[config.mk]
export PLATFORM = sky130hd
export DESIGN_NAME = dsi_interlock
export DESIGN_NICKNAME = d
export VERILOG_FILES = /design/src/rtl/dsi_interlock.v /design/src/rtl/dsi_timer.v
export VERILOG_INCLUDE_DIRS = /design/src /design/src/rtl
export SDC_FILE = /design/constraint.sdc
export NUM_CORES = 1
export LEC_CHECK = 0
export ABC_AREA = 1
export BUFFER_PORTS_ARGS = -buffer_cell sky130_fd_sc_hd__buf_2
export CAP_MARGIN = 25
export CORE_ASPECT_RATIO = 1.1
export CORE_MARGIN = 2
export CORE_UTILIZATION = 45
export DETAILED_ROUTE_END_ITERATION = 8
export PLACE_DENSITY = 0.61
export SETUP_SLACK_MARGIN = 0.05
export SLEW_MARGIN = 20
export SYNTH_ARGS = -nofsm -noshare
export SYNTH_HDL_FRONTEND = slang
export SYNTH_SLANG_ARGS = --single-unit
[constraint.sdc]
create_clock -name sys_clk_i -period 11.27 [get_ports sys_clk_i]
set_input_delay 1.6905 -clock sys_clk_i [delete_from_list [all_inputs] [get_ports sys_clk_i]]
set_output_delay 1.6905 -clock sys_clk_i [all_outputs]
set_load 0.01 [all_outputs]
[src/rtl/dsi_consts.vh]
// Constants of the drive start interlock: register map, field positions,
// reset values and timing counts.
// Assumes a 200 MHz system clock and a 32-bit AXI4-Lite register bus.
`ifndef DSI_CONSTS_VH
`define DSI_CONSTS_VH

// Register byte offsets.
`define DSI_OFS_CTRL        8'h00
`define DSI_OFS_PWRON       8'h04
`define DSI_OFS_ZERO        8'h08
`define DSI_OFS_STATUS      8'h0C
`define DSI_OFS_INT_STAT    8'h10
`define DSI_OFS_INT_MASK    8'h14

// Control register fields.
`define DSI_CTRL_INTERLOCK  0
`define DSI_CTRL_LOCK       1
`define DSI_CTRL_INDUCTIVE  2
`define DSI_CTRL_SW_START   3
`define DSI_CTRL_RST        4'h0

// Status register fields.
`define DSI_ST_RUN          0
`define DSI_ST_WARN         1
`define DSI_ST_LOCAL        2
`define DSI_ST_PWRON_DONE   3
`define DSI_ST_ZEROING      4
`define DSI_ST_DIR          5

// Interrupt event bits.
`define DSI_EV_WARN         0
`define DSI_EV_MODE         1
`define DSI_EV_ZERO_DONE    2
`define DSI_EV_PWRON_DONE   3
`define DSI_EV_W            4

// Warning code shown while the interlock waits for an enable toggle.
`define DSI_WARN_NONE       8'h00
`define DSI_WARN_ENABLE     8'h04

// Timing: one tick is 0.1 ms; counts are in ticks.
`define DSI_CLK_PERIOD_PS   5000
`define DSI_TICK_PS         100000000
`define DSI_TICK_CYC        (`DSI_TICK_PS / `DSI_CLK_PERIOD_PS)
`define DSI_PWRON_MAX       17'h186A0
`define DSI_PWRON_RST       17'h186A0
`define DSI_ZERO_MIN        17'h0012C
`define DSI_ZERO_MAX        17'h07530
`define DSI_ZERO_RST        17'h007D0

`endif

[src/rtl/dsi_interlock.v]
// Drive start interlock: restart permission, local/mixed chord, power-on
// start delay and reversal zeroing, with an AXI4-Lite register slave.
// Assumes all inputs are synchronous to sys_clk_i and the bus is AXI4-Lite.
//
// Local design decisions: the address map and the AXI4-Lite register port.
`timescale 1ns/1ps
`include "dsi_consts.vh"
module dsi_interlock #(
  parameter TICK_CYC = `DSI_TICK_CYC         // Clock cycles per 0.1 ms tick.
) (
  // Clock and reset.
  input  wire        sys_clk_i,
  input  wire        rst_i,
  // Drive status and terminal inputs.
  input  wire        alarm_i,
  input  wire        power_ok_i,
  input  wire        enable_i,
  input  wire        start_i,
  input  wire        dir_req_i,
  // Keypad inputs.
  input  wire        key_up_i,
  input  wire        key_save_i,
  input  wire        key_start_i,
  // Drive outputs.
  output reg         run_o,
  output reg         bridge_fwd_o,
  output reg         bridge_rev_o,
  output reg         local_mode_o,
  output reg  [7:0]  warning_code_o,
  output reg         irq_o,
  // AXI4-Lite write address channel.
  input  wire [7:0]  s_axi_awaddr,
  input  wire        s_axi_awvalid,
  output reg         s_axi_awready,
  // AXI4-Lite write data channel.
  input  wire [31:0] s_axi_wdata,
  input  wire [3:0]  s_axi_wstrb,
  input  wire        s_axi_wvalid,
  output reg         s_axi_wready,
  // AXI4-Lite write response channel.
  output reg  [1:0]  s_axi_bresp,
  output reg         s_axi_bvalid,
  input  wire        s_axi_bready,
  // AXI4-Lite read address channel.
  input  wire [7:0]  s_axi_araddr,
  input  wire        s_axi_arvalid,
  output reg         s_axi_arready,
  // AXI4-Lite read data channel.
  output reg  [31:0] s_axi_rdata,
  output reg  [1:0]  s_axi_rresp,
  output reg         s_axi_rvalid,
  input  wire        s_axi_rready
);

  ////////////////////////////////////////////////////////////////////////////
  // Declarations.

  localparam [1:0] IL_FREE    = 2'h0;        // Start evaluation is normal.
  localparam [1:0] IL_WAIT_HI = 2'h1;        // Waiting for enable to close.
  localparam [1:0] IL_WAIT_LO = 2'h2;        // Waiting for enable to open.
  localparam [1:0] RESP_OKAY  = 2'h0;        // Normal bus answer.
  localparam [1:0] RESP_SLV   = 2'h2;        // Unmapped address answer.

  reg  [3:0]  ctrl_r;                        // Configuration bits.
  reg  [16:0] pwron_r;                       // Power-on delay, ticks.
  reg  [16:0] zero_r;                        // Zeroing interval, ticks.
  reg  [3:0]  int_stat_r;                    // Sticky event bits.
  reg  [3:0]  int_mask_r;                    // Event enables.
  reg  [1:0]  il_state_r;                    // Interlock state.
  reg  [1:0]  il_state_nxt;                  // Interlock next state.
  reg         alarm_d_r;                     // Alarm, one cycle late.
  reg         power_d_r;                     // Supply ok, one cycle late.
  reg         enable_d_r;                    // Enable, one cycle late.
  reg         chord_d_r;                     // Key chord, one cycle late.
  reg         dir_r;                         // Direction now applied.
  reg         pwron_load_r;                  // Starts the power-on timer.
  reg         pwron_done_r;                  // Power-on delay has run.
  reg  [15:0] div_r;                         // Tick divider count.
  reg         tick_r;                        // 0.1 ms enable pulse.
  reg         aw_got_r;                      // Write address held.
  reg         w_got_r;                       // Write data held.
  reg  [7:0]  aw_addr_r;                     // Held write address.
  reg  [31:0] w_data_r;                      // Held write data.
  reg  [3:0]  w_strb_r;                      // Held byte strobes.
  reg  [3:0]  ev;                            // Events of this cycle.
  reg  [3:0]  w1c;                           // Bits cleared by software.
  reg  [16:0] wr_val;                        // Clamped timing value.
  wire        pwron_busy;                    // Power-on timer running.
  wire        pwron_fire;                    // Power-on timer expired.
  wire        zero_busy;                     // Zeroing timer running.
  wire        zero_fire;                     // Zeroing timer expired.
  wire        inductive;                     // Inductive load selected.
  wire        restart_ok;                    // Restart is possible now.
  wire        start_cmd;                     // Start from an allowed source.
  wire        arm_evt;                       // Alarm cleared or supply back.
  wire        chord;                         // Up and save held together.
  wire        run_nxt;                       // Run permission.
  wire        rev_start;                     // Reversal must zero first.
  wire        wr_fire;                       // Write address and data held.
  wire        waiting;                       // Interlock awaits a toggle.

  assign inductive = ctrl_r[`DSI_CTRL_INDUCTIVE];
  assign start_cmd = local_mode_o ? key_start_i
                   : (start_i | key_start_i | ctrl_r[`DSI_CTRL_SW_START]);
  assign restart_ok = ~alarm_i & power_ok_i & enable_i & start_cmd;
  assign arm_evt    = (alarm_d_r & ~alarm_i) | (~power_d_r & power_ok_i);
  assign chord      = key_up_i & key_save_i;
  assign waiting    = il_state_r != IL_FREE;
  // enable required
  // The power-on gate only holds back an inductive load.
  assign run_nxt    = restart_ok & ~waiting & (pwron_done_r | ~inductive);
  // The done pulse must not start a second zeroing for the same reversal.
  assign rev_start  = inductive & run_o & (dir_req_i != dir_r) & ~zero_busy & ~zero_fire;
  assign wr_fire    = aw_got_r & w_got_r & ~s_axi_bvalid;

  ////////////////////////////////////////////////////////////////////////////
  // Tick divider and timers.

  // One-cycle tick every TICK_CYC clocks paces both timers.
  always @(posedge sys_clk_i or posedge rst_i) begin
    if (rst_i) begin
      div_r  <= 16'h0000;
      tick_r <= 1'b0;
    end else if (div_r == TICK_CYC[15:0] - 16'h0001) begin
      div_r  <= 16'h0000;
      tick_r <= 1'b1;
    end else begin
      div_r  <= div_r + 16'h0001;
      tick_r <= 1'b0;
    end
  end

  // Power-on delay timer, loaded after control power comes up and again by a delay write before it expires.
  dsi_timer #(.W(17)) u_pwron (
    .sys_clk_i  (sys_clk_i),
    .rst_i      (rst_i),
    .tick_i     (tick_r),
    .load_i     (pwron_load_r),
    .load_val_i (pwron_r),
    .busy_o     (pwron_busy),
    .done_o     (pwron_fire)
  );

  // Zeroing timer, loaded when a running inductive drive reverses.
  dsi_timer #(.W(17)) u_zero (
    .sys_clk_i  (sys_clk_i),
    .rst_i      (rst_i),
    .tick_i     (tick_r),
    .load_i     (rev_start),
    .load_val_i (zero_r),
    .busy_o     (zero_busy),
    .done_o     (zero_fire)
  );

  // Gates the first start of an inductive load until the power-on delay has elapsed.
  always @(posedge sys_clk_i or posedge rst_i) begin
    if (rst_i) begin
      pwron_load_r <= 1'b1;
      pwron_done_r <= 1'b0;
    end else begin
      // A delay written while the first one still runs restarts it.
      pwron_load_r <= wr_fire && !pwron_done_r && (&w_strb_r[2:0]) &&
                      ({aw_addr_r[7:2], 2'b00} == `DSI_OFS_PWRON);
      if (pwron_fire)
        pwron_done_r <= 1'b1;
    end
  end

  ////////////////////////////////////////////////////////////////////////////
  // Restart interlock.

  // Next interlock state from arming events and enable edges.
  always @* begin
    il_state_nxt = il_state_r;
    case (il_state_r)
      IL_FREE: begin
        if (ctrl_r[`DSI_CTRL_INTERLOCK] && arm_evt)
          il_state_nxt = enable_i ? IL_WAIT_LO : IL_WAIT_HI;
      end
      IL_WAIT_HI: begin
        if (enable_i && !enable_d_r)
          il_state_nxt = IL_WAIT_LO;
      end
      IL_WAIT_LO: begin
        if (!enable_i && enable_d_r && enable_d_r)
          il_state_nxt = IL_FREE;
      end
      default: il_state_nxt = IL_FREE;
    endcase
  end

  // Registers interlock state and input history.
  always @(posedge sys_clk_i or posedge rst_i) begin
    if (rst_i) begin
      il_state_r <= IL_FREE;
      alarm_d_r  <= 1'b0;
      power_d_r  <= 1'b0;
      enable_d_r <= 1'b0;
      chord_d_r  <= 1'b0;
    end else begin
      il_state_r <= il_state_nxt;
      alarm_d_r  <= alarm_i;
      power_d_r  <= power_ok_i;
      enable_d_r <= enable_i;
      chord_d_r  <= chord;
    end
  end

  ////////////////////////////////////////////////////////////////////////////
  // Drive outputs.

  // Run, bridge, mode and warning outputs.
  always @(posedge sys_clk_i or posedge rst_i) begin
    if (rst_i) begin
      run_o          <= 1'b0;
      dir_r          <= 1'b0;
      bridge_fwd_o   <= 1'b0;
      bridge_rev_o   <= 1'b0;
      local_mode_o   <= 1'b0;
      warning_code_o <= `DSI_WARN_NONE;
    end else begin
      run_o <= run_nxt;
      if (!inductive || !run_o || zero_fire)
        dir_r <= dir_req_i;
      // Bridges stay off on the done pulse, while the new direction loads.
      bridge_fwd_o <= run_nxt & ~zero_busy & ~zero_fire & ~rev_start & ~dir_r;
      bridge_rev_o <= run_nxt & ~zero_busy & ~zero_fire & ~rev_start & dir_r;
      if (chord && !chord_d_r && !ctrl_r[`DSI_CTRL_LOCK])
        local_mode_o <= ~local_mode_o;
      if (waiting && ~alarm_i && power_ok_i)
        warning_code_o <= `DSI_WARN_ENABLE;
      else
        warning_code_o <= `DSI_WARN_NONE;
    end
  end

  ////////////////////////////////////////////////////////////////////////////
  // Register bus slave.

  // Events and write-one-to-clear bits of this cycle.
  always @* begin
    ev = 4'h0;
    ev[`DSI_EV_WARN]       = il_state_r == IL_FREE && il_state_nxt != IL_FREE;
    ev[`DSI_EV_MODE]       = chord & ~chord_d_r & ~ctrl_r[`DSI_CTRL_LOCK];
    ev[`DSI_EV_ZERO_DONE]  = zero_fire;
    ev[`DSI_EV_PWRON_DONE] = pwron_fire;
    w1c = 4'h0;
    if (wr_fire && aw_addr_r == `DSI_OFS_INT_STAT && w_strb_r[0])
      w1c = w_data_r[3:0];
    wr_val = w_data_r[16:0];
    if (aw_addr_r == `DSI_OFS_PWRON) begin
      if (wr_val > `DSI_PWRON_MAX)
        wr_val = `DSI_PWRON_MAX;
    end else if (wr_val < `DSI_ZERO_MIN) begin
      wr_val = `DSI_ZERO_MIN;
    end else if (wr_val > `DSI_ZERO_MAX) begin
      wr_val = `DSI_ZERO_MAX;
    end
  end

  // Write channels are taken in either order; the answer follows both.
  always @(posedge sys_clk_i or posedge rst_i) begin
    if (rst_i) begin
      s_axi_awready <= 1'b1;
      s_axi_wready  <= 1'b1;
      s_axi_bvalid  <= 1'b0;
      s_axi_bresp   <= RESP_OKAY;
      aw_got_r      <= 1'b0;
      w_got_r       <= 1'b0;
      aw_addr_r     <= 8'h00;
      w_data_r      <= 32'h00000000;
      w_strb_r      <= 4'h0;
      ctrl_r        <= `DSI_CTRL_RST;
      pwron_r       <= `DSI_PWRON_RST;
      zero_r        <= `DSI_ZERO_RST;
      int_mask_r    <= 4'h0;
      int_stat_r    <= 4'h0;
      irq_o         <= 1'b0;
    end else begin
      if (s_axi_awvalid && s_axi_awready) begin
        aw_got_r      <= 1'b1;
        aw_addr_r     <= s_axi_awaddr;
        s_axi_awready <= 1'b0;
      end
      if (s_axi_wvalid && s_axi_wready) begin
        w_got_r      <= 1'b1;
        w_data_r     <= s_axi_wdata;
        w_strb_r     <= s_axi_wstrb;
        s_axi_wready <= 1'b0;
      end
      if (wr_fire) begin
        s_axi_bvalid <= 1'b1;
        s_axi_bresp  <= RESP_OKAY;
        case ({aw_addr_r[7:2], 2'b00})
          `DSI_OFS_CTRL: begin
            if (w_strb_r[0])
              ctrl_r <= w_data_r[3:0];
          end
          `DSI_OFS_PWRON: begin
            if (&w_strb_r[2:0])
              pwron_r <= wr_val;
          end
          `DSI_OFS_ZERO: begin
            if (&w_strb_r[2:0])
              zero_r <= wr_val;
          end
          `DSI_OFS_INT_MASK: begin
            if (w_strb_r[0])
              int_mask_r <= w_data_r[3:0];
          end
          `DSI_OFS_STATUS, `DSI_OFS_INT_STAT: s_axi_bresp <= RESP_OKAY;
          default: s_axi_bresp <= RESP_SLV;
        endcase
      end
      if (s_axi_bvalid && s_axi_bready) begin
        s_axi_bvalid  <= 1'b0;
        aw_got_r      <= 1'b0;
        w_got_r       <= 1'b0;
        s_axi_awready <= 1'b1;
        s_axi_wready  <= 1'b1;
      end
      // A hardware event wins over a clear in the same cycle.
      int_stat_r <= (int_stat_r & ~w1c) | ev;
      irq_o      <= |(((int_stat_r & ~w1c) | ev) & int_mask_r);
    end
  end

  // Read channel: address taken, data answered one cycle later.
  always @(posedge sys_clk_i or posedge rst_i) begin
    if (rst_i) begin
      s_axi_arready <= 1'b1;
      s_axi_rvalid  <= 1'b0;
      s_axi_rdata   <= 32'h00000000;
      s_axi_rresp   <= RESP_OKAY;
    end else begin
      if (s_axi_arvalid && s_axi_arready) begin
        s_axi_arready <= 1'b0;
        s_axi_rvalid  <= 1'b1;
        s_axi_rresp   <= RESP_OKAY;
        s_axi_rdata   <= 32'h00000000;
        case ({s_axi_araddr[7:2], 2'b00})
          `DSI_OFS_CTRL:     s_axi_rdata[3:0]  <= ctrl_r;
          `DSI_OFS_PWRON:    s_axi_rdata[16:0] <= pwron_r;
          `DSI_OFS_ZERO:     s_axi_rdata[16:0] <= zero_r;
          `DSI_OFS_STATUS: begin
            s_axi_rdata[`DSI_ST_RUN]        <= run_o;
            s_axi_rdata[`DSI_ST_WARN]       <= waiting;
            s_axi_rdata[`DSI_ST_LOCAL]      <= local_mode_o;
            s_axi_rdata[`DSI_ST_PWRON_DONE] <= pwron_done_r;
            s_axi_rdata[`DSI_ST_ZEROING]    <= zero_busy;
            s_axi_rdata[`DSI_ST_DIR]        <= dir_r;
            s_axi_rdata[15:8]               <= warning_code_o;
          end
          `DSI_OFS_INT_STAT: s_axi_rdata[3:0]  <= int_stat_r;
          `DSI_OFS_INT_MASK: s_axi_rdata[3:0]  <= int_mask_r;
          default:           s_axi_rresp       <= RESP_SLV;
        endcase
      end
      if (s_axi_rvalid && s_axi_rready) begin
        s_axi_rvalid  <= 1'b0;
        s_axi_arready <= 1'b1;
      end
    end
  end

endmodule // dsi_interlock

[src/rtl/dsi_timer.v]
// Down-counting interval timer advanced by a shared tick enable.
// Assumes tick_i is a one-cycle pulse of the system clock domain.
`timescale 1ns/1ps
module dsi_timer #(
  parameter W = 17                           // Counter width.
) (
  // Clock and reset.
  input  wire         sys_clk_i,
  input  wire         rst_i,
  // Control.
  input  wire         tick_i,
  input  wire         load_i,
  input  wire [W-1:0] load_val_i,
  // Status.
  output reg          busy_o,
  output reg          done_o
);

  reg [W-1:0] cnt_r;                          // Ticks still to run.

  // A load restarts the interval; a zero load finishes on the next cycle.
  always @(posedge sys_clk_i or posedge rst_i) begin
    if (rst_i) begin
      cnt_r  <= {W{1'b0}};
      busy_o <= 1'b0;
      done_o <= 1'b0;
    end else begin
      done_o <= 1'b0;
      if (load_i) begin
        cnt_r  <= load_val_i;
        busy_o <= 1'b1;
      end else if (busy_o) begin
        if (cnt_r == {W{1'b0}}) begin
          busy_o <= 1'b0;
          done_o <= 1'b1;
        end else if (tick_i) begin
          cnt_r <= cnt_r - {{(W-1){1'b0}}, 1'b1};
        end
      end
    end
  end

endmodule // dsi_timer

Word-level counts from Yosys, hierarchy flattened --
Cells that the tools add are included.
Cells by class: add/sub/neg operators 3, magnitude comparators 3, equal/unequal tests 18, muxes and demuxes 55, bitwise gates (word level) 41, reductions and logical operators 53
Operators with widths (count):
- two-way mux 17 bit | 12
- zero test 17 bit | 2
- subtractor 17 x 1 -> 17 bit, second input constant | 2
- two-way mux 1 bit | 28
- equality test 6 x 2 -> 1 bit, second input constant | 4
- equality test 6 x 3 -> 1 bit, second input constant | 4
- one-hot mux 4 bit (6 select lines) | 1
- one-hot mux 8 bit (3 select lines) | 1
- bitwise AND 1 bit | 21
- nonzero test 2 bit | 10
- logical AND 1 bit | 19
- greater-than comparator 17 x 15 -> 1 bit, second input constant | 1
- greater-than comparator 17 bit, second input constant | 1
- less-than comparator 17 x 9 -> 1 bit, second input constant | 1
- adder 16 x 1 -> 16 bit, second input constant | 1
- equality test 16 x 15 -> 1 bit, second input constant | 1
- two-way mux 16 bit | 1
- AND reduction 3 bit | 5
- equality test 6 x 1 -> 1 bit, second input constant | 2
- zero test 6 bit | 2
- two-way mux 2 bit | 6
- inverter 1 bit | 12
- one-hot mux 2 bit (3 select lines) | 2
- OR reduction 6 bit | 2
- other kinds (19) | 32
Word-level totals: register bits 179, input port bits 67, output and inout port bits 54, word-level logic and storage cells 213

Longest topological paths before layout --
Gate-level depths: netlist of the first run.
word-level depth 11, depth in mapped cells 12, depth with buffers taken out 12

Modules after synthesis --
Synthesis of the first run repeated with hierarchy kept, for this count alone.
Unflattened totals: cell total of the unflattened synthesis 1266, area total of the unflattened synthesis 9330.2 µm²
Modules (own cells, without submodules):
- dsi_interlock | instances 1, cells an instance 812, area an instance 6517.5 µm², seq. area each 3323.2 µm²
- dsi_timer | instances 2, cells an instance 227, area an instance 1406.3 µm², seq. area each 475.5 µm²

Least setup slack after synthesis of the first run --
OpenSTA, ideal clock, no wires.
kind input to register, start input s_axi_araddr[7], end register s_axi_rdata[4], library setup time 0.066 ns, arrival 2.620 ns, required time 11.204 ns, setup slack 8.585 ns, cell stages on the path 10, buffers on the path 1, path through nor2_1 nand3_1 inv_1 nand2_1 inv_1 buf_2 a22oi_1 nand2_1 nand2_1 nand2_1
On the way: longest elaborated chain between the ends 2, elaborated cells between the ends (all ways) 4, those cells by class eq/ne (3); mux (1)
RTL lines:
- start: declaration | line dsi_interlock.v:45 | input wire [7:0] s_axi_araddr,
- equality test 6 x 2 -> 1 bit or equality test 6 x 1 -> 1 bit (tied branches) | line dsi_interlock.v:341 | case ({s_axi_araddr[7:2], 2'b00})
- one-hot mux 2 bit (3 select lines) * | line dsi_interlock.v:341
- end signal: assignment | line dsi_interlock.v:343 | `DSI_OFS_PWRON: s_axi_rdata[16:0] <= pwron_r;
- end signal: assignment | line dsi_interlock.v:344 | `DSI_OFS_ZERO: s_axi_rdata[16:0] <= zero_r;
- end signal: indexed assignment | line dsi_interlock.v:346 | s_axi_rdata[`DSI_ST_RUN] <= run_o;
- end: declaration | line dsi_interlock.v:49 | output reg [31:0] s_axi_rdata,
Every way passes the cells marked *; elsewhere a longest branch is shown, timed or not. A chain may end at the register's enable or synchronous reset.

Worst setup path after layout of the first run --
start input s_axi_arvalid, end register s_axi_rdata[0]
On the way: longest elaborated chain between the ends 1
RTL lines:
- start: declaration | line dsi_interlock.v:46 | input wire s_axi_arvalid,
- logical AND 1 bit | line dsi_interlock.v:336 | if (s_axi_arvalid && s_axi_arready) begin
- end signal: assignment | line dsi_interlock.v:342 | `DSI_OFS_CTRL: s_axi_rdata[3:0] <= ctrl_r;
- end signal: assignment | line dsi_interlock.v:343
- end signal: assignment | line dsi_interlock.v:344
No other way between the ends.

==> Flow_metrics.wiki, run 1 <==
{| class="wikitable"
! Metric !! Value
|-
| Final core occ || approximately 50%
|-
| Cts hold-fix bufs || 0
|-
| Yosys warns || 0
|-
| Final Hold Violating Endpoints || 0
|-
| Cell internal pwr || between 1 and 1.5 mW
|-
| Fmax achieved || ~0.30 GHz
|-
| Minimum setup slack in the final design || approximately 8000 ps
|-
| Area enclosed by the die boundary || 21,190 um2
|-
| Path category of the worst min-delay check || register to register
|-
| Setup crit start kind || input port
|-
| Leakage Power || ~5.3 nW
|-
| Post-synthesis async set-or-reset flop share || between 90% and 100%
|-
| Nets || approximately 1,400
|-
| Maximum fanout count along the critical path || 20
|-
| H-tree Lvls || 4
|-
| Clock tree sinks || 170
|-
| Total via count in the routed design || approximately 7,700
|-
| Switching share of power || between 30% and 40%
|-
| Sequential cell area fraction in the yosys report || 47.40%
|-
| Final setup violation count || 0
|-
| Count of cell types in the netlist || 46
|-
| Count of state elements after synthesis || 170
|-
| Max VDD drop || roughly 0.12 mV
|-
| Switch Pwr || just over 0.7 mW
|-
| Critical path arrival || approximately 3600 ps
|-
| Required time reported for the critical path endpoint || around 12,000 ps
|-
| Ratio of routed vias to standard cells || between 4 and 5
|-
| Post-synthesis to final-layout area growth || 11.97%
|-
| Kind of critical path || input port to register
|-
| Core footprint || roughly 20,000 um2
|-
| Global-route wire length before repair || 36.34 mm
|-
| Transition time at the pin with the least slew margin || 930.1 ps
|-
| Buffers from clock root to sink, at most || 2
|-
| Total clock buffers created by CTS || 17
|-
| Source-to-sink clock delay at the later pin of the worst-skew pair || 430 ps
|-
| Worst slack after detailed placement || between 7000 and 8000 ps
|-
| Number of iterations in the first detailed-routing pass || 5
|-
| Post-DRT Antenna Nets || 0
|-
| Fraction of power consumed by the clock network || 30.6%
|-
| Power per cell area || between 150 and 200 nW/um2
|-
| Hold Slack || 443.4 ps
|-
| CTS tree || yes
|-
| Pin count of the biggest net entering global routing || 100
|-
| Detail Placement HPWL || ~16 mm
|-
| Clock transition at path regs || approximately 70 ps
|-
| Area of placed instances || between 9000 and 10,000 um2
|-
| Vias in the first global route || about 7,300
|-
| Cts repair resizes || 0
|-
| Critical Path End Type || register
|-
| Number of antenna violations at the first check in global routing || 0
|-
| Per-instance average area after synthesis || approximately 7.4 um2
|-
| Cell Area, Synth || between 9000 and 10,000 um2
|-
| RSZ-0062 raised after global routing || no
|-
| Overall global routing resource usage || 21.09%
|-
| Comb pwr share || between 20% and 30%
|-
| Total congestion overflow || 0
|-
| Routed wire length || roughly 22 mm
|-
| Share of final-layout standard cells stronger than drive strength 1 || about an eighth
|-
| Worst slew margin relative to its limit || ~38%
|-
| Starting utilization of the core area || around 46%
|-
| Drt first-iter violations || approximately 350
|-
| CTS Root Buffer Type || clkbuf_16
|-
| Port buffer count || between 70 and 80
|-
| Run status || complete, no violations
|-
| Design area || 10,100 um2
|-
| Row cnt || 54
|-
| Period utilisation layout || 29.16%
|-
| Die height || between 150 and 200 um
|-
| Post-CTS setup-driven buffer insertion count || 0
|-
| Maxcap violations || 0
|-
| Die width || around 140 um
|-
| Share of power burned in registers || between 40% and 50%
|-
| Final Max Tran Viols || 0
|-
| Drt drc || 0
|-
| Setup total negative slack || 0 ps
|-
| Weighted congestion reported at the end of routability-driven placement || approximately 0.9
|-
| Count of mapped cells out of synthesis || 1,211
|-
| Minimum clock period || approximately 3300 ps
|-
| Diode insertion count for antenna repair || 0
|-
| DR WL/cell || around 14 um
|-
| Synth Flop Type || dfrtp_1
|-
| Max Clock Skew || roughly 9.7 ps
|-
| Number of enable flip-flop cells after synthesis || 0
|-
| Number of top-level design ports || 121
|}
-- cells in the mapped netlist, types with 2 or more instances --
cell type | number | area (um2)
nand2_1 | 423 | 1588
clkbuf_1 | 11 | 41.29
o31ai_1 | 2 | 15.01
dfstp_2 | 16 | 420.4
nor2_2 | 8 | 50.05
nor4_1 | 2 | 12.51
dfrtp_1 | 154 | 3854
o21ai_0 | 77 | 385.4
inv_2 | 6 | 22.52
clkinv_1 | 2 | 7.510
nand2_2 | 4 | 25.02
inv_1 | 137 | 514.2
ha_1 | 3 | 37.54
buf_4 | 26 | 195.2
o22ai_1 | 6 | 37.54
nand3_2 | 6 | 60.06
a22o_1 | 4 | 35.03
xor2_1 | 19 | 166.4
nand4_1 | 12 | 75.07
or2_2 | 4 | 25.02
nand2_4 | 2 | 22.52
nor2_1 | 128 | 480.5
buf_1 | 2 | 7.510
o211ai_1 | 6 | 45.04
o21ai_2 | 3 | 26.28
buf_6 | 5 | 56.30
nor3_1 | 15 | 75.07
o21ai_1 | 5 | 25.02
buf_2 | 4 | 20.02
nand3_1 | 74 | 370.4
a21oi_2 | 2 | 17.52
a21oi_1 | 29 | 145.1
-- state kept, by name, summed over array words and instances (netlist names), 2 cells and up --
name / cells
w_strb_r: 3
aw_addr_r: 8
w_data_r: 17
u_zero.cnt_r: 17
int_mask_r: 4
u_pwron.cnt_r: 17
zero_r: 17
s_axi_rdata: 17
int_stat_r: 4
div_r: 16
pwron_r: 17
il_state_r: 2
ctrl_r: 4
-- area by class of cell --
cell class | instances | area, um2
fillers | 1977 | 9632
flip-flops and latches | 170 | 4274
multi-input cells | 870 | 3950
inverters | 145 | 549.3
clock buffers | 19 | 442.9
repair buffers | 79 | 397.9
well taps | 252 | 315.3
clock inverters | 13 | 167.7
-- critical path: stages --
cell      delay [ps]
buf_2            100
nand2_1          580
clkinv_1         740
o21ai_0          380
nand2_1           80
-- cell usage in the layout (no fill, tap or decap), types with 17 or more instances in the layout --
cell type | netlist | layout
a21oi_1 | 29 | 29
buf_2 | 4 | 78
clkbuf_16 | 0 | 17
conb_1 | 1 | 24
dfrtp_1 | 154 | 154
inv_1 | 137 | 136
nand2_1 | 423 | 423
nand3_1 | 74 | 74
nor2_1 | 128 | 128
o21ai_0 | 77 | 77
xor2_1 | 19 | 19
-- per-stage QoR --
step                      cells  total power [mW]
final                      1548             1.981
after global routing       1548             2.128
after CTS                  1548             1.998
after detailed placement   1516             1.386
after global placement     1516             1.379
after floorplan            1234             1.236
-- worst paths after layout --
check                         startpoint              to  slack (ps)  cells past startpoint
max                        s_axi_arvalid  s_axi_rdata[0]        7980                      5
min                         pwron_done_r    pwron_load_r         440                      1
max reg2reg                s_axi_arready  s_axi_rdata[0]        8970                      4
min reg2reg                 pwron_done_r    pwron_load_r         440                      1
max in group asynchronous          rst_i      pwron_r[2]        8310                      3
min in group asynchronous          rst_i    aw_addr_r[5]        1470                      2
-- metal layers --
metal	global-route usage [%]	vias to the layer above	share of wire (%)
met5	0	-	0
met4	7.456	0	2.3
met3	3.174	30	4.3
met2	32.42	179	45
met1	30.55	3571	48
li1	-	3889	-
-- power groups by stage --
| stage | clock [mW] | sequential (mW) | combinational (mW) |
|---|---|---|---|
| detailed placement | 0 | 0.827 | 0.559 |
| CTS | 0.618 | 0.817 | 0.563 |
| global route | 0.642 | 0.834 | 0.652 |
| global placement | 0 | 0.826 | 0.553 |
| floorplan | 0 | 0.806 | 0.430 |
| finish | 0.606 | 0.818 | 0.558 |
-- cells by family after synthesis --
logic type | after synthesis | synth area share, %
AOI/OAI and AO/OA | 136 | 8.284
DFF | 170 | 47.40
and+or+nand+nor | 686 | 32.05
other | 1 | 0.04159
xor gates and xnor gates | 20 | 1.943
buffers and inverters | 194 | 9.754
adders and majority gates | 3 | 0.4163
muxes | 1 | 0.1110
No activity file was read; power rests on OpenSTA's default activity.
==> run 2: changes to the inputs <==
--- a/config.mk
+++ b/config.mk
@@ -13,7 +13,7 @@
 export CORE_MARGIN = 2
 export CORE_UTILIZATION = 45
 export DETAILED_ROUTE_END_ITERATION = 8
-export PLACE_DENSITY = 0.61
+export PLACE_DENSITY = 0.63
 export SETUP_SLACK_MARGIN = 0.05
 export SLEW_MARGIN = 20
 export SYNTH_ARGS = -nofsm -noshare
==> constraint.sdc (replaced) <==
create_clock -name sys_clk_i -period 2.6 [get_ports sys_clk_i]
set_input_delay 0.39 -clock sys_clk_i [delete_from_list [all_inputs] [get_ports sys_clk_i]]
set_output_delay 0.39 -clock sys_clk_i [all_outputs]
set_load 0.01 [all_outputs]
==> Flow_metrics.wiki, run 2 (synthesis results as in run 1) <==
{| class="wikitable"
! Metric !! Value
|-
| Core footprint || just under 20,000 um2
|-
| Non-filler cells, final || ~1,600
|-
| Die height || around 150 um
|-
| Drt first-iter violations || between 300 and 400
|-
| Routed wire length || 21.52 mm
|-
| Pin count of the biggest net entering global routing || 38
|-
| Post-synthesis to final-layout area growth || 13.49%
|-
| Clock transition at path regs || about 70 ps
|-
| Minimum clock period || 1946 ps
|-
| Leakage Power || 5.373 nW
|-
| Overall global routing resource usage || 21.05%
|-
| Number of antenna violations at the first check in global routing || 0
|-
| Max VDD drop || approximately 0.51 mV
|-
| Run status || complete, no violations
|-
| Detail Placement HPWL || around 16 mm
|-
| Origin of the critical flop-to-flop path || aw_addr_r[7]
|-
| Final Max Tran Viols || 0
|-
| Die width || 139.0 um
|-
| RSZ-0062 raised after global routing || no
|-
| Post-DRT Antenna Nets || 0
|-
| Number of iterations in the first detailed-routing pass || 7
|-
| Worst slew margin relative to its limit || between 50% and 60%
|-
| Fmax achieved || between 0.5 and 0.6 GHz
|-
| Max Clock Skew || roughly 12 ps
|-
| Power per cell area || between 800 and 900 nW/um2
|-
| Ratio of routed vias to standard cells || about 4.9
|-
| Kind of critical path || register to register
|-
| Setup total negative slack || 0 ps
|-
| Critical Path End Type || register
|-
| Most frequent standard cell in the layout excluding fill and tap cells || nand2_1
|-
| Clock tree sinks || between 150 and 200
|-
| Total congestion overflow || 0
|-
| Cell count after placement || approximately 1,500
|-
| Path category of the worst min-delay check || input port to async pin
|-
| Area enclosed by the die boundary || 21,190 um2
|-
| DR WL/cell || 13.82 um
|-
| Source-to-sink clock delay at the later pin of the worst-skew pair || roughly 430 ps
|-
| Slack of the worst reg-to-reg path || between 600 and 700 ps
|-
| Setup crit start kind || register
|-
| Final setup violation count || 0
|-
| Critical path arrival || approximately 2300 ps
|-
| Period utilisation layout || roughly three quarters
|-
| CTS Root Buffer Type || clkbuf_16
|-
| Final Hold Violating Endpoints || 0
|-
| Number of top-level design ports || 121
|-
| Buffers from clock root to sink, at most || 2
|-
| Required time reported for the critical path endpoint || slightly below 3000 ps
|-
| Highest-count cells in the layout ignoring fill and taps || nand2_1, dfrtp_1, inv_1
|-
| Share of final-layout standard cells stronger than drive strength 1 || approximately 14%
|-
| Maxcap violations || 0
|-
| Destination of the worst register-to-register timing path || pwron_r[8]
|-
| Post-CTS setup-driven buffer insertion count || 0
|-
| Transition time at the pin with the least slew margin || approximately 670 ps
|-
| Diode insertion count for antenna repair || 0
|-
| H-tree Lvls || 4
|-
| Weighted congestion reported at the end of routability-driven placement || around 0.9
|-
| Total via count in the routed design || 7,617
|-
| CTS tree || yes
|-
| Row cnt || 54
|-
| Vias in the first global route || 7,113
|-
| Maximum fanout count along the critical path || 12
|-
| Cts hold-fix bufs || 0
|-
| Nets || between 1,000 and 1,500
|-
| Starting utilization of the core area || a little under half
|-
| Fill cell count || between 2,000 and 2,500
|-
| Global-route wire length before repair || between 30 and 40 mm
|-
| Total clock buffers created by CTS || 17
|-
| Cts repair resizes || 0
|-
| Drt drc || 0
|-
| Port buffer count || 78
|-
| Number of cells on the worst reg-to-reg path || 10
|}
==> run 2: cell count changes in the layout (fill, tap and decap cells not counted) <==
cell,change
clkinv_2,-1
inv_8,+1
buf_4,+6
buf_12,+4
clkinv_4,-1
clkbuf_1,-1
inv_6,+2
==> run 2: cell type report <==
type	count	area, um2	share of cell area, %
Timing Repair Buffer	89	523.0	5.111
Clock buffer	18	439.2	4.291
Inverter	145	548.0	5.355
Sequential cell	170	4274	41.77
Tap cell	252	315.3	3.081
Clock inverter	14	183.9	1.797
Multi-Input combinational cell	870	3950	38.60
==> run 2: how the worst max path moves through the flow <==
stage | from | to | slack (ps)
floorplan | rst_i | alarm_d_r | 50
global placement | s_axi_araddr[7] | s_axi_rdata[0] | 660
detailed placement | s_axi_araddr[7] | s_axi_rdata[0] | 610
CTS | u_pwron.cnt_r[0] | u_pwron.cnt_r[3] | 650
global route | u_pwron.cnt_r[1] | u_pwron.cnt_r[2] | 480
finish | aw_addr_r[7] | pwron_r[8] | 650
==> run 2: where the power goes <==
group | switching [mW] | total, mW | internal (mW)
registers | 0.434 | 3.54 | 3.10
logic | 1.63 | 2.46 | 0.831
clock network | 1.12 | 2.69 | 1.56
==> run 2: critical path, cell delays in order (launching register included) <==
cell     delay, ps
dfrtp_1        390
nor2_1         160
inv_1          120
nor2_8         170
nand2_4         80
nor2_4         260
inv_2          120
nand2_2        220
nand2_1        160
nand2_1         90
nand2_1         50
==> run 2: through the flow <==
stage | utilization, % | setup WS, ps | cell area [um2] | hold WS, ps | power (mW)
6_report | 51.87 | 654.1 | 10230 | 51.00 | 8.680
5_1_grt | 51.87 | 475.4 | 10230 | 70.23 | 9.318
4_1_cts | 51.87 | 648.5 | 10230 | 57.14 | 8.750
3_5_place_dp | 48.71 | 608.8 | 9610 | 433.5 | 6.032
3_3_place_gp | 48.71 | 655.9 | 9610 | 428.7 | 5.991
2_1_floorplan | - | 54.35 | 9107 | 406.8 | 5.359
==> run 2: metal layers <==
| layer | up-vias | GRT usage (%) | wire length [um] |
|---|---|---|---|
| li1 | 3906 | - | - |
| met1 | 3537 | 29.82 | 10290 |
| met2 | 153 | 33.50 | 10110 |
| met3 | 21 | 3.583 | 797 |
| met4 | 0 | 6.013 | 327 |
| met5 | - | 0 | 0 |
==> run 3: changes to the inputs <==
--- a/config.mk
+++ b/config.mk
@@ -13,7 +13,7 @@
 export CORE_MARGIN = 2
 export CORE_UTILIZATION = 45
 export DETAILED_ROUTE_END_ITERATION = 8
-export PLACE_DENSITY = 0.63
+export PLACE_DENSITY = 0.61
 export SETUP_SLACK_MARGIN = 0.05
 export SLEW_MARGIN = 20
 export SYNTH_ARGS = -nofsm -noshare
==> constraint.sdc (replaced) <==
create_clock -name sys_clk_i -period 1.9 [get_ports sys_clk_i]
set_input_delay 0.285 -clock sys_clk_i [delete_from_list [all_inputs] [get_ports sys_clk_i]]
set_output_delay 0.285 -clock sys_clk_i [all_outputs]
set_load 0.01 [all_outputs]
==> Flow_metrics.wiki, run 3 (synthesis results as in run 1) <==
{| class="wikitable"
! Metric !! Value
|-
| CTS Root Buffer Type || clkbuf_16
|-
| CTS tree || yes
|-
| Buffers from clock root to sink, at most || 2
|-
| Clock tree sinks || 170
|-
| Minimum clock period || between 1500 and 2000 ps
|-
| Maxcap violations || 0
|-
| Core footprint || approximately 20,000 um2
|-
| Row cnt || 54
|-
| Fraction of power consumed by the clock network || between 20 and 30%
|-
| H-tree Lvls || 4
|-
| Drt first-iter violations || 380
|-
| Share of final-layout standard cells stronger than drive strength 1 || 15.38%
|-
| Design area || 10,420 um2
|-
| Final Hold Violating Endpoints || 0
|-
| Critical Path End Type || register
|-
| Run status || complete, no violations
|-
| Area of placed instances || slightly below 10,000 um2
|-
| Overall global routing resource usage || a little over a fifth
|-
| Diode insertion count for antenna repair || 0
|-
| Post-synthesis to final-layout area growth || 15.58%
|-
| Switch Pwr || ~4.3 mW
|-
| Routed wire length || 21.88 mm
|-
| Maximum fanout count along the critical path || 22
|-
| Setup crit start kind || register
|-
| Switching share of power || roughly 36%
|-
| Path category of the worst min-delay check || input port to register
|-
| Cell internal pwr || ~7.6 mW
|-
| Ratio of routed vias to standard cells || between 4 and 5
|-
| Area enclosed by the die boundary || 21,190 um2
|-
| Fill cell count || 1,917
|-
| Highest-count cells in the layout ignoring fill and taps || nand2_1, dfrtp_1, inv_1
|-
| Final setup violation count || 0
|-
| Transition time at the pin with the least slew margin || between 500 and 600 ps
|-
| Pin count of the biggest net entering global routing || 80
|-
| Drt drc || 0
|-
| Clock transition at path regs || 70 ps
|-
| Fmax achieved || approximately 0.58 GHz
|-
| DR WL/cell || 13.87 um
|-
| RSZ-0062 raised after global routing || yes
|-
| Global-route wire length before repair || between 30 and 40 mm
|-
| Total via count in the routed design || 7,695
|-
| Leakage Power || roughly 5.4 nW
|-
| Period utilisation layout || 90.82%
|-
| Share of power burned in registers || approximately two fifths
|-
| Die height || roughly 150 um
|-
| Most frequent standard cell in the layout excluding fill and tap cells || nand2_1
|-
| Critical path arrival || approximately 2000 ps
|-
| Nets || 1,383
|-
| Detail Placement HPWL || around 16 mm
|-
| Source-to-sink clock delay at the later pin of the worst-skew pair || 430 ps
|-
| Number of antenna violations at the first check in global routing || 0
|-
| Power per cell area || roughly 1100 nW/um2
|-
| Port buffer count || between 70 and 80
|-
| Kind of critical path || register to register
|-
| Final Max Tran Viols || 0
|-
| Required time reported for the critical path endpoint || around 2200 ps
|-
| Setup total negative slack || 0 ps
|-
| Worst slew margin relative to its limit || about three fifths
|-
| Max VDD drop || 0.6003 mV
|-
| Final core occ || between 50% and 60%
|-
| Total congestion overflow || 0
|-
| Max Clock Skew || 10.02 ps
|-
| Total clock buffers created by CTS || 17
|-
| Number of top-level design ports || between 100 and 150
|-
| Number of iterations in the first detailed-routing pass || 5
|-
| Die width || roughly 140 um
|-
| Vias in the first global route || 7,436
|-
| Starting utilization of the core area || around 46%
|-
| Weighted congestion reported at the end of routability-driven placement || approximately 0.86
|-
| Comb pwr share || between 20% and 30%
|-
| Post-DRT Antenna Nets || 0
|}
[run 3: cell count changes in the layout (fill, tap and decap cells not counted), moves of 3 or more]
cell / change
buf_4: +17
clkbuf_1: +3
dlygate4sd3_1: +3
inv_6: -4
nand2_1: -3
nand3_2: -3
nand3_4: +3
nor2_1: -3
[run 3: path summary, 6_finish.rpt]
path	startpoint	endpoint	slack [ps]	depth (start not counted)
max	u_pwron.cnt_r[0]	u_pwron.cnt_r[2]	170	10
min reg2reg	pwron_done_r	pwron_load_r	440	1
min in group asynchronous	rst_i	int_mask_r[1]	320	3
max in group asynchronous	rst_i	zero_r[4]	900	4
max reg2reg	u_pwron.cnt_r[0]	u_pwron.cnt_r[2]	170	10
min	s_axi_awvalid	s_axi_awready	20	2
[run 3: per-layer routing]
layer  track usage (%)  share of wire (%)  vias up
met5                 0                  0        -
met4             7.744                2.5        0
met3             3.520                4.1       32
met2             33.43                 46      171
met1             30.47                 47     3535
li1                  -                  -     3957
[run 3: cell type report]
cell class / instances / area [um2] / share of cell area, %
multi-input cells: 870 / 4018 / 38.55
clock inverters: 9 / 113.9 / 1.092
well taps: 252 / 315.3 / 3.025
repair inverters: 1 / 7.507 / 0.07203
repair buffers: 108 / 660.6 / 6.339
inverters: 145 / 555.5 / 5.330
flip-flops and latches: 170 / 4274 / 41.01
clock buffers: 23 / 478.0 / 4.586
[run 3: repair_timing]
item / 4_1_cts / 5_1_grt
hold endpoints to repair: 4 / 0
setup buffers: 0 / 2
setup endpoints to repair: 0 / 49
resized for setup: 0 / 20
hold buffers: 3 / 0
[run 3: power by group through the flow]
stage | logic [mW] | registers, mW | clock network (mW)
2_1_floorplan | 2.55 | 4.78 | 0
3_3_place_gp | 3.43 | 4.87 | 0
3_5_place_dp | 3.47 | 4.88 | 0
4_1_cts | 3.49 | 4.82 | 3.57
5_1_grt | 4.12 | 4.93 | 3.75
6_report | 3.55 | 4.83 | 3.49
[run 3: worst max-delay path, cell delays in order (launching register included)]
cell	delay [ps]
dfrtp_1	370
inv_1	90
ha_2	220
nand3_4	110
nor2_4	140
nand3_2	120
nand3_4	110
nand2_2	90
buf_12	170
o21ai_0	60
o21ai_0	110
[run 3: stage by stage]
stage / total power [mW] / setup WS, ps / cells / hold WS [ps]
6_report: 11.87 / 174.5 / 1578 / 22.42
5_1_grt: 12.80 / 27.46 / 1578 / 27.63
4_1_cts: 11.88 / 101.8 / 1575 / 3.057
3_5_place_dp: 8.343 / 103.1 / 1540 / 212.9
3_3_place_gp: 8.303 / 151.5 / 1540 / 209.3
2_1_floorplan: 7.333 / -540.7 / 1234 / 316.4
